### src/verilog/gsc_pkg.sv
// shared constants, types and check-byte function for the gas sensor command link
package gsc_pkg;
  // ************************************************************
  // command codes
  // ************************************************************
  localparam logic [15:0] CMD_START = 16'h21B1; // begin periodic measurement
  localparam logic [15:0] CMD_READ = 16'hEC05; // read result set
  localparam logic [15:0] CMD_STOP = 16'h3F86; // back to idle
  localparam logic [15:0] CMD_SET_TOFF = 16'h241D; // temperature offset, one parameter word
  localparam logic [15:0] CMD_SET_PRESS = 16'hE000; // ambient pressure, one parameter word
  // ************************************************************
  // frame layout
  // ************************************************************
  localparam logic [2:0] LEN_BARE = 3'h2; // command word only
  localparam logic [2:0] LEN_PARAM = 3'h5; // command word, parameter word, check byte
  localparam logic [2:0] LEN_OVER = 3'h6; // too many bytes in one write
  localparam logic [3:0] LEN_RESULT = 4'h9; // three words with check bytes
  // ************************************************************
  // check byte
  // ************************************************************
  localparam logic [7:0] CRC_POLY = 8'h31; // polynomial, plain default
  localparam logic [7:0] CRC_INIT = 8'hFF; // start value
  // ************************************************************
  // reset values
  // ************************************************************
  // 4 degrees scaled by 65536/175, rounded to nearest
  localparam logic [15:0] TOFF_RESET = 16'((4 * 65536 + 87) / 175);
  localparam logic [15:0] PRESS_RESET = 16'h0000; // no pressure given yet
  // ************************************************************
  // timing
  // ************************************************************
  localparam int unsigned CLK_HZ = 40_000_000; // 25 ns period
  localparam int unsigned UPDATE_S = 5; // result update interval, seconds
  localparam int unsigned STOP_MS = 500; // quiet time after stop, ms
  localparam int unsigned EXEC_MS = 1; // command execution time, ms
  localparam int unsigned UPDATE_CYC = UPDATE_S * CLK_HZ;
  localparam int unsigned STOP_CYC = STOP_MS * (CLK_HZ / 1000);
  localparam int unsigned EXEC_CYC = EXEC_MS * (CLK_HZ / 1000);
  // device modes
  typedef enum logic [1:0]
  {
    MODE_IDLE = 2'b00,
    MODE_MEAS = 2'b01,
    MODE_QUIET = 2'b10
  } gsc_mode_type;
  // does a command carry a parameter word
  function automatic logic has_param(input logic [15:0] c);
    has_param = (c == CMD_SET_TOFF) || (c == CMD_SET_PRESS);
  endfunction
  // check byte over one 16-bit word, msb first
  function automatic logic [7:0] crc8(input logic [15:0] w);
    logic [7:0] c;
    c = CRC_INIT;
    for (int i = 15; i >= 0; i--)
    begin
      c = (c[7] ^ w[i]) ? ((c << 1) ^ CRC_POLY) : (c << 1);
    end
    crc8 = c;
  endfunction
endpackage

### src/verilog/gsc_link_if.sv
// byte-level command link between host and sensor command core
`timescale 1ns/1ps
interface gsc_link_if;
  logic wr_valid; // host offers a write byte
  logic [7:0] wr_data; // write byte
  logic wr_ready; // device takes the byte
  logic wr_end; // host ends the write frame, one cycle
  logic rd_start; // host opens a read phase, one cycle
  logic rd_valid; // device offers a read byte
  logic [7:0] rd_data; // read byte
  logic rd_ready; // host takes the read byte
  logic rd_nack; // device refuses the read, one cycle
  logic rd_end; // host ends the read phase early or at its end, one cycle
  modport dev (input wr_valid, wr_data, wr_end, rd_start, rd_ready, rd_end,
               output wr_ready, rd_valid, rd_data, rd_nack);
  modport host (output wr_valid, wr_data, wr_end, rd_start, rd_ready, rd_end,
                input wr_ready, rd_valid, rd_data, rd_nack);
endinterface

### src/verilog/gsc_dev.sv
// sensor-side command interpreter for the gas sensor link
//
// Summary of operation
// - start command begins five second measurement
// - host sends only allowed commands while measuring
// - read returns gas, temperature, humidity with checks
// - opening a read phase empties the result buffer
// - read with empty buffer is answered NACK
// - early NACK and STOP drops remaining bytes
// - host waits 1 ms before read phase
// - temperature word scaled -45 plus 175
// - humidity word scaled 100 percent
// - stop command returns device to idle
// - commands ignored for 500 ms after stop
// - offset command accepted only in idle; pressure also while measuring
// - host persists settings if they must survive
// - offset command stores word, done within 1 ms
// - temperature offset resets to 4 degrees
// - offset adjusts temperature and humidity, not gas
// - pressure command accepted while measuring too
`timescale 1ns/1ps
module gsc_dev #(
  parameter int unsigned UPDATE_CYC = gsc_pkg::UPDATE_CYC,
  parameter int unsigned STOP_CYC = gsc_pkg::STOP_CYC
) (
  // clock and reset
  input wire logic CLK,
  input wire logic SYS_RST,
  // link to host
  gsc_link_if.dev LINK,
  // raw sensing front end, same clock
  input wire logic [15:0] GAS_IN,
  input wire logic [15:0] TEMP_IN,
  input wire logic [15:0] HUM_IN,
  // status to the sensor core
  output logic MEASURING,
  output logic SAMPLE,
  output logic CMD_ERR,
  output logic [15:0] TOFFSET,
  output logic [15:0] PRESSURE
);
  // ************************************************************
  // state
  // ************************************************************
  gsc_pkg::gsc_mode_type mode_r; // idle, measuring or quiet
  logic [31:0] tmr_r; // update or quiet countdown
  logic [2:0] nb_r; // bytes of current write frame
  logic [39:0] sh_r; // write frame bytes, last byte low
  logic [47:0] res_r; // latest result set gas, temp, hum
  logic avail_r; // result set not yet read
  logic armed_r; // read command seen, read phase may follow
  logic busy_r; // serializer active
  logic [3:0] left_r; // bytes still to push
  logic [71:0] ser_r; // outgoing read bytes, first byte high
  logic [7:0] mem_r [2]; // two-entry read buffer
  logic wp_r; // buffer write pointer
  logic rp_r; // buffer read pointer
  logic [1:0] cnt_r; // buffer fill level
  logic wr_ready_r; // write byte accept
  logic rd_valid_r; // read byte present
  logic rd_nack_r; // refusal pulse
  logic [7:0] rd_data_r; // read byte, registered head of the buffer
  // ************************************************************
  // frame decode
  // ************************************************************
  wire take_w = LINK.wr_valid && wr_ready_r; // byte accepted this cycle
  wire [15:0] cmd_w = (nb_r == gsc_pkg::LEN_PARAM) ? sh_r[39:24] : sh_r[15:0];
  wire [15:0] par_w = sh_r[23:8]; // parameter word
  wire need_w = gsc_pkg::has_param(cmd_w);
  // length must match the command and the parameter check byte must hold
  wire len_ok_w = nb_r == (need_w ? gsc_pkg::LEN_PARAM : gsc_pkg::LEN_BARE);
  wire crc_ok_w = !need_w || (gsc_pkg::crc8(par_w) == sh_r[7:0]);
  wire is_idle_w = mode_r == gsc_pkg::MODE_IDLE;
  wire is_meas_w = mode_r == gsc_pkg::MODE_MEAS;
  // in idle any known command; while measuring only read, stop and pressure
  wire legal_w = (cmd_w == gsc_pkg::CMD_READ) || (cmd_w == gsc_pkg::CMD_STOP) ||
                 (cmd_w == gsc_pkg::CMD_SET_PRESS) ||
                 (is_idle_w && ((cmd_w == gsc_pkg::CMD_START) ||
                 (cmd_w == gsc_pkg::CMD_SET_TOFF)));
  wire open_w = LINK.wr_end && (mode_r != gsc_pkg::MODE_QUIET); // quiet mode drops frames
  wire act_w = open_w && len_ok_w && crc_ok_w && legal_w;
  wire bad_w = open_w && !(len_ok_w && crc_ok_w && legal_w);
  wire do_start_w = act_w && (cmd_w == gsc_pkg::CMD_START);
  wire do_stop_w = act_w && (cmd_w == gsc_pkg::CMD_STOP);
  wire do_read_w = act_w && (cmd_w == gsc_pkg::CMD_READ);
  wire do_toff_w = act_w && (cmd_w == gsc_pkg::CMD_SET_TOFF);
  wire do_press_w = act_w && (cmd_w == gsc_pkg::CMD_SET_PRESS);
  // ************************************************************
  // measurement timing and compensation
  // ************************************************************
  wire tick_w = is_meas_w && (tmr_r == 32'h0000_0000); // new result set due
  wire [15:0] temp_w = (TEMP_IN > TOFFSET) ? (TEMP_IN - TOFFSET) : 16'h0000;
  // offset and temperature scales match, so the word is subtracted directly
  wire [16:0] hum_sum_w = {1'b0, HUM_IN} + {2'b00, TOFFSET[15:1]};
  // a cooler true reading means higher relative humidity; saturate at full scale
  wire [15:0] hum_w = hum_sum_w[16] ? 16'hFFFF : hum_sum_w[15:0];
  // ************************************************************
  // read phase decode
  // ************************************************************
  wire give_w = LINK.rd_start && armed_r && avail_r && !busy_r;
  wire refuse_w = LINK.rd_start && !give_w;
  wire push_w = busy_r && (cnt_r != 2'b10) && !LINK.rd_end; // stalls while buffer full
  wire pop_w = rd_valid_r && LINK.rd_ready;
  wire [1:0] cnt_nxt = LINK.rd_end ? 2'b00 : 2'(cnt_r + {1'b0, push_w} - {1'b0, pop_w});
  // ************************************************************
  // mode and timer
  // ************************************************************
  always_ff @(posedge CLK or posedge SYS_RST)
  begin
    if (SYS_RST)
    begin
      mode_r <= gsc_pkg::MODE_IDLE;
      tmr_r <= 32'h0000_0000;
    end
    else if (do_start_w)
    begin
      mode_r <= gsc_pkg::MODE_MEAS;
      tmr_r <= UPDATE_CYC - 1;
    end
    else if (do_stop_w)
    begin
      mode_r <= gsc_pkg::MODE_QUIET;
      tmr_r <= STOP_CYC - 1;
    end
    else if (tmr_r != 32'h0000_0000)
    begin
      tmr_r <= tmr_r - 1;
    end
    else if (is_meas_w)
    begin
      tmr_r <= UPDATE_CYC - 1;
    end
    else
    begin
      mode_r <= gsc_pkg::MODE_IDLE; // quiet time over
    end
  end
  // ************************************************************
  // write frame capture
  // ************************************************************
  always_ff @(posedge CLK or posedge SYS_RST)
  begin
    if (SYS_RST)
    begin
      nb_r <= 3'h0;
      sh_r <= 40'h00_0000_0000;
      wr_ready_r <= 1'b0;
    end
    else
    begin
      wr_ready_r <= 1'b1; // bytes always taken; quiet mode discards them at frame end
      if (LINK.wr_end)
      begin
        nb_r <= 3'h0;
      end
      else if (take_w)
      begin
        sh_r <= {sh_r[31:0], LINK.wr_data};
        nb_r <= (nb_r == gsc_pkg::LEN_OVER) ? nb_r : nb_r + 3'h1;
      end
    end
  end
  // ************************************************************
  // settings, result buffer and status
  // ************************************************************
  // settings take the parameter word of an accepted frame at once
  wire [15:0] toff_nxt = do_toff_w ? par_w : TOFFSET;
  wire [15:0] press_nxt = do_press_w ? par_w : PRESSURE;
  wire [47:0] res_nxt = tick_w ? {GAS_IN, temp_w, hum_w} : res_r; // gas passes untouched
  // a fresh set wins over the emptying by a read in the same cycle
  wire avail_nxt = tick_w || (avail_r && !(give_w || do_stop_w));
  // a read frame arms; a read phase or any other frame disarms
  wire armed_nxt = do_read_w || (armed_r && !(LINK.rd_start || open_w));
  // status outputs are registered copies so they never glitch
  always_ff @(posedge CLK or posedge SYS_RST)
  begin
    if (SYS_RST)
    begin
      TOFFSET <= gsc_pkg::TOFF_RESET;
      PRESSURE <= gsc_pkg::PRESS_RESET;
      res_r <= 48'h0000_0000_0000;
      avail_r <= 1'b0;
      armed_r <= 1'b0;
      MEASURING <= 1'b0;
      SAMPLE <= 1'b0;
      CMD_ERR <= 1'b0;
    end
    else
    begin
      TOFFSET <= toff_nxt;
      PRESSURE <= press_nxt;
      res_r <= res_nxt;
      avail_r <= avail_nxt;
      armed_r <= armed_nxt;
      MEASURING <= is_meas_w;
      SAMPLE <= tick_w;
      CMD_ERR <= bad_w; // refused code, bad length or bad check byte
    end
  end
  // ************************************************************
  // serializer
  // ************************************************************
  always_ff @(posedge CLK or posedge SYS_RST)
  begin
    if (SYS_RST)
    begin
      busy_r <= 1'b0;
      left_r <= 4'h0;
      ser_r <= 72'h00_0000_0000_0000_0000;
    end
    else if (LINK.rd_end)
    begin
      busy_r <= 1'b0; // host gave up, rest dropped
    end
    else if (give_w)
    begin
      busy_r <= 1'b1;
      left_r <= gsc_pkg::LEN_RESULT;
      ser_r <= {res_r[47:32], gsc_pkg::crc8(res_r[47:32]), res_r[31:16],
                gsc_pkg::crc8(res_r[31:16]), res_r[15:0], gsc_pkg::crc8(res_r[15:0])};
    end
    else if (push_w)
    begin
      ser_r <= {ser_r[63:0], 8'h00};
      left_r <= left_r - 4'h1;
      busy_r <= left_r != 4'h1;
    end
  end
  // ************************************************************
  // two-entry read buffer
  // ************************************************************
  // head after this edge; a push into an empty or draining buffer becomes the head at once
  wire rp_nxt = LINK.rd_end ? 1'b0 : rp_r ^ pop_w;
  wire [7:0] rd_data_nxt = (push_w && (wp_r == rp_nxt)) ? ser_r[71:64] : mem_r[rp_nxt];
  always_ff @(posedge CLK or posedge SYS_RST)
  begin
    if (SYS_RST)
    begin
      mem_r[0] <= 8'h00;
      mem_r[1] <= 8'h00;
      wp_r <= 1'b0;
      rp_r <= 1'b0;
      cnt_r <= 2'b00;
      rd_valid_r <= 1'b0;
      rd_nack_r <= 1'b0;
      rd_data_r <= 8'h00;
    end
    else
    begin
      if (push_w)
      begin
        mem_r[wp_r] <= ser_r[71:64];
      end
      // flush resets both pointers so the next read starts clean
      wp_r <= LINK.rd_end ? 1'b0 : wp_r ^ push_w;
      rp_r <= rp_nxt;
      cnt_r <= cnt_nxt;
      rd_valid_r <= cnt_nxt != 2'b00;
      rd_nack_r <= refuse_w;
      rd_data_r <= rd_data_nxt; // read byte leaves a flip-flop
    end
  end
  assign LINK.wr_ready = wr_ready_r;
  assign LINK.rd_valid = rd_valid_r;
  assign LINK.rd_data = rd_data_r;
  assign LINK.rd_nack = rd_nack_r;
endmodule

### src/flat_wrapper.sv
// flat-port wrapper written by rule: the top's interface ports become plain ports
module gsc_dev_flat 
#(
  parameter int unsigned UPDATE_CYC = gsc_pkg::UPDATE_CYC,
  parameter int unsigned STOP_CYC = gsc_pkg::STOP_CYC
)
  (CLK, SYS_RST, GAS_IN, TEMP_IN, HUM_IN, MEASURING, SAMPLE, CMD_ERR, TOFFSET, PRESSURE, LINK_wr_valid, LINK_wr_data, LINK_wr_end, LINK_rd_start, LINK_rd_ready, LINK_rd_end, LINK_wr_ready, LINK_rd_valid, LINK_rd_data, LINK_rd_nack);
  gsc_link_if LINK_i ();
  input wire logic CLK;
  input wire logic SYS_RST;
  input wire logic [15:0] GAS_IN;
  input wire logic [15:0] TEMP_IN;
  input wire logic [15:0] HUM_IN;
  output logic MEASURING;
  output logic SAMPLE;
  output logic CMD_ERR;
  output logic [15:0] TOFFSET;
  output logic [15:0] PRESSURE;
  input wire logic [$bits(LINK_i.wr_valid)-1:0] LINK_wr_valid;
  input wire logic [$bits(LINK_i.wr_data)-1:0] LINK_wr_data;
  input wire logic [$bits(LINK_i.wr_end)-1:0] LINK_wr_end;
  input wire logic [$bits(LINK_i.rd_start)-1:0] LINK_rd_start;
  input wire logic [$bits(LINK_i.rd_ready)-1:0] LINK_rd_ready;
  input wire logic [$bits(LINK_i.rd_end)-1:0] LINK_rd_end;
  output wire logic [$bits(LINK_i.wr_ready)-1:0] LINK_wr_ready;
  output wire logic [$bits(LINK_i.rd_valid)-1:0] LINK_rd_valid;
  output wire logic [$bits(LINK_i.rd_data)-1:0] LINK_rd_data;
  output wire logic [$bits(LINK_i.rd_nack)-1:0] LINK_rd_nack;
  assign LINK_i.wr_valid = LINK_wr_valid;
  assign LINK_i.wr_data = LINK_wr_data;
  assign LINK_i.wr_end = LINK_wr_end;
  assign LINK_i.rd_start = LINK_rd_start;
  assign LINK_i.rd_ready = LINK_rd_ready;
  assign LINK_i.rd_end = LINK_rd_end;
  assign LINK_wr_ready = LINK_i.wr_ready;
  assign LINK_rd_valid = LINK_i.rd_valid;
  assign LINK_rd_data = LINK_i.rd_data;
  assign LINK_rd_nack = LINK_i.rd_nack;
  gsc_dev #(.UPDATE_CYC(UPDATE_CYC), .STOP_CYC(STOP_CYC)) u_core (.CLK(CLK), .SYS_RST(SYS_RST), .LINK(LINK_i), .GAS_IN(GAS_IN), .TEMP_IN(TEMP_IN), .HUM_IN(HUM_IN), .MEASURING(MEASURING), .SAMPLE(SAMPLE), .CMD_ERR(CMD_ERR), .TOFFSET(TOFFSET), .PRESSURE(PRESSURE));
endmodule
### config.mk
export PLATFORM = sky130hd
export DESIGN_NAME = gsc_dev_flat
export DESIGN_NICKNAME = d
export VERILOG_FILES = /design/src/verilog/gsc_pkg.sv /design/src/verilog/gsc_link_if.sv /design/src/verilog/gsc_dev.sv /design/src/flat_wrapper.sv
export SDC_FILE = /design/constraint.sdc
export NUM_CORES = 1
export LEC_CHECK = 0
export ABC_AREA = 0
export BUFFER_PORTS_ARGS = -buffer_cell sky130_fd_sc_hd__buf_4
export CELL_PAD_IN_SITES_DETAIL_PLACEMENT = 1
export CELL_PAD_IN_SITES_GLOBAL_PLACEMENT = 1
export CORE_MARGIN = 2
export CORE_UTILIZATION = 40
export CTS_CLUSTER_DIAMETER = 40
export DETAILED_ROUTE_END_ITERATION = 6
export PLACE_DENSITY_LB_ADDON = 0.15
export SLEW_MARGIN = 20
export SYNTH_ARGS = -nofsm -noshare
export SYNTH_HDL_FRONTEND = slang
export SYNTH_SLANG_ARGS = --single-unit
### constraint.sdc
create_clock -name CLK -period 11.1 [get_ports CLK]
set_input_delay 0.555 -clock CLK [delete_from_list [all_inputs] [get_ports CLK]]
set_output_delay 0.555 -clock CLK [all_outputs]
set_load 0.1 [all_outputs]
After elaboration in Yosys (flattened, before gate mapping)
Index checks and enable logic that the tools add are counted.

cells by class
  add/subtract/negate cells = 7
  order comparisons = 4
  equal/unequal tests = 17
  muxes and demuxes = 96
  bitwise logic cells = 126
  reductions and logical operators = 55

operators by type and width
  kind                                                number
  2-to-1 mux 6 bit                                    64
  inverter 3 bit                                      60
  2-to-1 mux 72 bit                                   2
  2-to-1 mux 32 bit                                   4
  bitwise XOR 1 bit                                   54
  == test 16 x 14 -> 1 bit, second input constant     3
  2-to-1 mux 16 bit                                   3
  2-to-1 mux 8 bit                                    5
  == test 16 bit, second input constant               2
  logical NOT 32 bit                                  1
  nonzero test 32 bit                                 1
  subtractor 32 x 1 -> 32 bit, second input constant  1
  logical AND 1 bit                                   26
  adder 16 x 15 -> 17 bit                             1
  bitwise mux 16 bit                                  1
  > comparator 16 bit                                 1
  subtractor 16 bit                                   1
  2-to-1 mux 3 bit                                    4
  logical OR 1 bit                                    10
  2-to-1 mux 2 bit                                    5
  demux 8 bit (select 1 bit)                          1
  == test 8 bit                                       1
  2-to-1 mux 4 bit                                    2
  AND reduction 2 bit                                 4
  other kinds (23)                                    48

storage, ports and cells
  register bits = 270
  input bits = 63
  output and inout port bits = 46
  logic and storage cells = 329

Logic depth before layout (Yosys ltp)
  word-level depth = 40
  depth in mapped cells = 14
  gate-level depth less buffers = 13

Least setup slack after synthesis
OpenSTA, ideal clock, no wires.

  path kind = flip-flop to flip-flop
  start = register u_core.TOFFSET[2]
  end = register u_core.res_r[2]
  library setup time = 65 ps
  arrival = 3564 ps
  required time = 11035 ps
  setup slack = 7471 ps
  stages on the path, launching flop included = 13
  path buffers = 1
  period minus slack after synthesis = 3629 ps
  cells stage by stage = dfrtp_1 > inv_1 > fa_1 > nor2b_1 > o21ai_0 > a21boi_0 > o41ai_1 > o221ai_1 > o41ai_1 > o21ba_2 > o21ai_0 > clkbuf_1 > o22a_1

between the ends
  word-level cells in the longest chain between the ends = 2

RTL lines
  what                     RTL line        source
  start, declared          gsc_dev.sv:39   output logic [15:0] TOFFSET,
  start signal, assigned   gsc_dev.sv:179  TOFFSET <= gsc_pkg::TOFF_RESET;
  start signal, assigned   gsc_dev.sv:190  TOFFSET <= toff_nxt;
  adder 16 x 15 -> 17 bit  gsc_dev.sv:94   wire [16:0] hum_sum_w = {1'b0, HUM_IN} + {2'b00, TOFFSET[15:1]};
  2-to-1 mux 16 bit        gsc_dev.sv:96   wire [15:0] hum_w = hum_sum_w[16] ? 16'hFFFF : hum_sum_w[15:0];
  end signal, assigned     gsc_dev.sv:192  res_r <= res_nxt;
  end, declared            gsc_dev.sv:49   logic [47:0] res_r;

No other way between the ends.
A chain may end at the register's enable or synchronous reset.

Worst setup path in the final report
  start = register u_core.nb_r[1]
  end = register u_core.tmr_r[27]

between the ends
  word-level cells in the longest chain between the ends = 12
  elaborated cells between the ends (all ways) = 25
  those cells by class = 7 x eq/ne; 4 x mux; 14 x reduce/logical

RTL lines
  what                                                        RTL line                                     source
  start, declared                                             gsc_dev.sv:47                                logic [2:0] nb_r;
  start signal, assigned                                      gsc_dev.sv:159                               nb_r <= (nb_r == gsc_pkg::LEN_OVER) ? nb_r : nb_r + 3'h1;
  == test 3 bit                                               gsc_dev.sv:67                                wire [15:0] cmd_w = (nb_r == gsc_pkg::LEN_PARAM) ? sh_r[39:24] : sh_r[15:0];
  2-to-1 mux 16 bit                                           gsc_dev.sv:67
  == test 16 x 14 -> 1 bit or == test 16 bit (tied branches)  gsc_pkg.sv:48, gsc_dev.sv:79, gsc_dev.sv:77
  logical OR 1 bit                                            gsc_pkg.sv:48                                has_param = (c == CMD_SET_TOFF) || (c == CMD_SET_PRESS);
  2-to-1 mux 3 bit                                            gsc_dev.sv:71                                wire len_ok_w = nb_r == (need_w ? gsc_pkg::LEN_PARAM : gsc_pkg::LEN_BARE);
  == test 3 bit                                               gsc_dev.sv:71
  logical AND 1 bit (3 in series)                             gsc_dev.sv:81                                wire act_w = open_w && len_ok_w && crc_ok_w && legal_w;
  logical AND 1 bit                                           gsc_dev.sv:84                                wire do_stop_w = act_w && (cmd_w == gsc_pkg::CMD_STOP);
  2-to-1 mux 32 bit                                           gsc_dev.sv:120                               else if (do_stop_w)
  2-to-1 mux 32 bit                                           gsc_dev.sv:115                               else if (do_start_w)
  end signal, assigned                                        gsc_dev.sv:118                               tmr_r <= UPDATE_CYC - 1;
  end signal, assigned                                        gsc_dev.sv:123                               tmr_r <= STOP_CYC - 1;
  end signal, assigned                                        gsc_dev.sv:127                               tmr_r <= tmr_r - 1;
  end, declared                                               gsc_dev.sv:46                                logic [31:0] tmr_r;

Several ways; a longest one is shown, not always the timed one.

==> qor.csv <==
stage,metric,value,unit
outcome,status,"complete, no violations",
place,gp_congestion,0.8412,
clock_network,cts_buffer_depth,3,
worst_setup_path,crit_type,reg2reg,
drt,highest-signal-layer,met4,
clock_network,root_buffer,clkbuf_16,
layout,diodes,0,
global_route,grt_max_degree,148,
synthesis,yosys.area.top_type,dfrtp_1,
sta,layout_min_cycle_time,4.054,ns
drt,drtPass1Iterations,6,
synthesis,synthDistinctLibCells,72,
sta,finClkSkew,0.02000,ns
run,maxCapViolCount,0,
drt,wire_per_inst,18.61,um
synthesis,synth.top_cells.by_count,"263 x dfrtp_1, 211 x nand2_1, 130 x o21ai_0",
floorplanning,start_util,40.71,%
place,dp_cells,1948,
worst_setup_path,worstPathArrival,4.47,ns
sta,whs,0.1170,ns
clock_network,numCtsBuffers,47,
floorplanning,rows,69,
clock_network,clock-sinks,270,
synthesis,ys_warn_count,0,
min_path,hp-class,in2async,
floorplanning,dieArea,37820,um^2
drt,met1_length,17.53,mm
place,portBuffers,108,
synthesis,synthSimpleGateAreaFrac,12.62,%
drt,route.met2.wl,18.31,mm
power_and_ir_drop,p_int,2337,uW
synthesis,yosysTopAreaCellShare,45.34,%
worst_setup_path,critPathCaptureType,register,
floorplanning,io_pins,109,
sta,timing.final.ws_setup,7.046,ns
synthesis,synth_edf_count,0,
clock_network,clkTransAtPathRegs,0.06,ns
clock_network,post_cts_buffers,0,
synthesis,syn_nets,1550,
clock_network,cts_tree,built,
global_route,grt_pass1_vias,11700,
synthesis,synthXorXnorAreaFrac,12.26,%
worst_setup_path,critPathMaxStageDelay,0.66,ns
power_and_ir_drop,ir_drop,0.1471,mV
power_and_ir_drop,sw_frac_of_total,29.41,%
clock_network,cts_resized,0,
synthesis,synth.area.top_cells,"dfrtp_1 45%, xnor2_1 7.6%, mux2_2 5.5%, nand2_1 5.5%, o21ai_0 4.5%",
worst_setup_path,cpMaxStageDelayCell,or3_1,
synthesis,synth_area,14510,um^2
layout,drive_gt1_share,18.81,%
power_and_ir_drop,power_density,190.5,nW/um^2
drt,met3_length,1.068,mm
drt,drc,0,
synthesis,synth_top_family_by_area,simple AND/OR/NAND/NOR gates,
synthesis,ys.flop_type,dfrtp_1,
place,place_ws,7.037,ns
synthesis,ys_async_sr_fraction,100.0,%
worst_setup_path,crit_required,11.52,ns
floorplanning,core,35660,um^2
layout,final_cell_count_no_fill,2035,
synthesis,synth_seq_area_share,46.61,%
sta,finalSetupTns,0,ns
sta,rsz0062_at_grt,false,
synthesis,ys_seq_elements,270,
power_and_ir_drop,combPwrFrac,18.5,%
global_route,grt_pass1_wl,62.57,mm
power_and_ir_drop,clockPowerShare,46.5,%
drt,viasPerCell,5.262,
drt,wl,37.86,mm
power_and_ir_drop,seqPwrFrac,35.1,%
sta,relSlewSlack,29.39,%
layout,area_growth,19.79,%
sta,hold_violations,0,
power_and_ir_drop,leakage,0.008222,uW
sta,fmax,0.2467,GHz
worst_setup_path,cp_cell_sequence,inv_1 -> ha_1 -> nor4bb_1 -> o2bb2ai_1 -> nor4_1 -> o211ai_1 -> a221oi_1 -> a32oi_1 -> or3_1 -> o211ai_1 -> nand2_1,
sta,finalSetupViolCount,0,
sta,slew_viol_final,0,
clock_network,htree_levels,2,
worst_setup_path,start_kind,register,
sta,period_share,36.52,%
clock_network,hold_buffers,0,
synthesis,synthCells,1443,
synthesis,synthAdderAreaFrac,3.897,%
global_route,antenna_found_initial,0,
drt,drtAntennaViolNets,0,
synthesis,muxShareOfSynthArea,8.957,%
worst_setup_path,path_common_cell,o211ai_1,
worst_setup_path,worst-path-max-fanout,15,
layout,final_nets,1643,
synthesis,yosysMostFrequentCell,dfrtp_1,
floorplanning,die_x,194.5,um
clock_network,insertion_delay,0.57,ns
global_route,grtUsageTotal,20.58,%
power_and_ir_drop,net-switching-power,974.0,uW
sta,tightest_slew,1.059,ns
place,dpl.hpwl,26.76,mm
floorplanning,die_height,194.5,um
layout,fillers,3916,
drt,vias,10710,
synthesis,synth.avg_cell_area,10.06,um^2
global_route,gr-total-overflow,0,
drt,drt_iter0_drc,468,
synthesis,synth-compound-area-share,12.36,%
worst max-delay path: cells and delay by family (launching register included):
kind | cells | cell delay, ns
compound gates | 5 | 1.22
fa+ha+maj | 1 | 0.46
buf+inv | 1 | 0.11
flops | 1 | 0.41
simple gates | 4 | 1.72
through the flow:
step	util (%)	instance area, um^2	power (uW)
global placement	44.04	15700	1780
global route	48.76	17390	3468
finish	48.76	17390	3311
floorplan	-	14510	1626
CTS	48.76	17390	3358
detailed placement	44.04	15700	1795
cells in the final DEF, fill, tap and decap left out, drive strengths merged, types with 5 or more instances in the layout:
cell type	instances
inv	60
buf	115
ha	42
nand2b	10
bufinv	8
dfrtp	263
xnor3	9
o211ai	11
a21boi	9
a21oi	42
mux2i	50
nor2	70
nand2	211
nand3b	5
mux2	71
xnor2	127
clkinv	9
nor4	11
o22a	15
a31oi	9
o21ai	133
a22oi	5
clkbuf	53
nor3	20
nor2b	8
or2	5
o31ai	7
a211oi	13
nand3	22
xor2	52
o22ai	13
nand4	10
clkinvlp	8
a21o	5
and2	13
dfstp	7
sequential cells by signal (all words and copies together) (netlist names), 2 cells and up:
| signal | cells |
|---|---|
| u_core.ser_r | 72 |
| u_core.res_r | 48 |
| u_core.sh_r | 40 |
| u_core.tmr_r | 32 |
| u_core.PRESSURE | 16 |
| u_core.TOFFSET | 16 |
| u_core.mem_r | 16 |
| u_core.LINK.rd_data | 8 |
| u_core.left_r | 4 |
| u_core.nb_r | 3 |
| u_core.cnt_r | 2 |
| u_core.mode_r | 2 |
area by class of cell:
type / instances / area [um^2] / share of cell area (%)
Inverter: 51 / 198.9 / 1.144
Tap cell: 461 / 576.8 / 3.317
Timing Repair Buffer: 115 / 875.8 / 5.037
Clock buffer: 53 / 1240 / 7.132
Sequential cell: 270 / 6765 / 38.91
Clock inverter: 34 / 445.4 / 2.562
Multi-Input combinational cell: 1051 / 7284 / 41.90
metal layers:
layer | vias up | global-route usage [%]
met5 | - | 0
met4 | 0 | 7.009
met3 | 63 | 3.089
met2 | 135 | 35.09
met1 | 5325 | 26.78
li1 | 5185 | -
cell families (layout without fill, tap and decap cells):
logic type / after synthesis / after routing
AOI/OAI and AO/OA: 291 / 291
xor gates and xnor gates: 188 / 188
adders and majority gates: 44 / 44
buffers and inverters: 122 / 253
DFF: 270 / 270
muxes: 121 / 121
other: 1 / 1
and+or+nand+nor: 406 / 406
power by group through the flow:
| stage | clock [uW] | combinational (uW) | sequential [uW] |
|---|---|---|---|
| floorplan | 0 | 457 | 1170 |
| global placement | 0 | 604 | 1180 |
| detailed placement | 0 | 616 | 1180 |
| CTS | 1570 | 621 | 1160 |
| global route | 1620 | 680 | 1170 |
| finish | 1540 | 612 | 1160 |
path summary, 6_finish.rpt:
| check | startpoint | slack [ns] | depth (start not counted) | end |
|---|---|---|---|---|
| max | u_core.nb_r[1]$_DFFE_PP0P_ | 7.05 | 11 | u_core.tmr_r[27]$_DFFE_PP0P_ |
| min | SYS_RST | 0.12 | 2 | u_core.PRESSURE[7]$_DFFE_PP0P_ |
| max reg2reg | u_core.nb_r[1]$_DFFE_PP0P_ | 7.05 | 11 | u_core.tmr_r[27]$_DFFE_PP0P_ |
| min reg2reg | u_core.ser_r[39]$_DFFE_PP0P_ | 0.48 | 2 | u_core.ser_r[39]$_DFFE_PP0P_ |
| max in group asynchronous | SYS_RST | 9.63 | 3 | u_core.ser_r[63]$_DFFE_PP0P_ |
| min in group CLK | GAS_IN[10] | 0.17 | 3 | u_core.res_r[42]$_DFFE_PP0P_ |
Note: power is estimated with default switching activity, not from simulation.
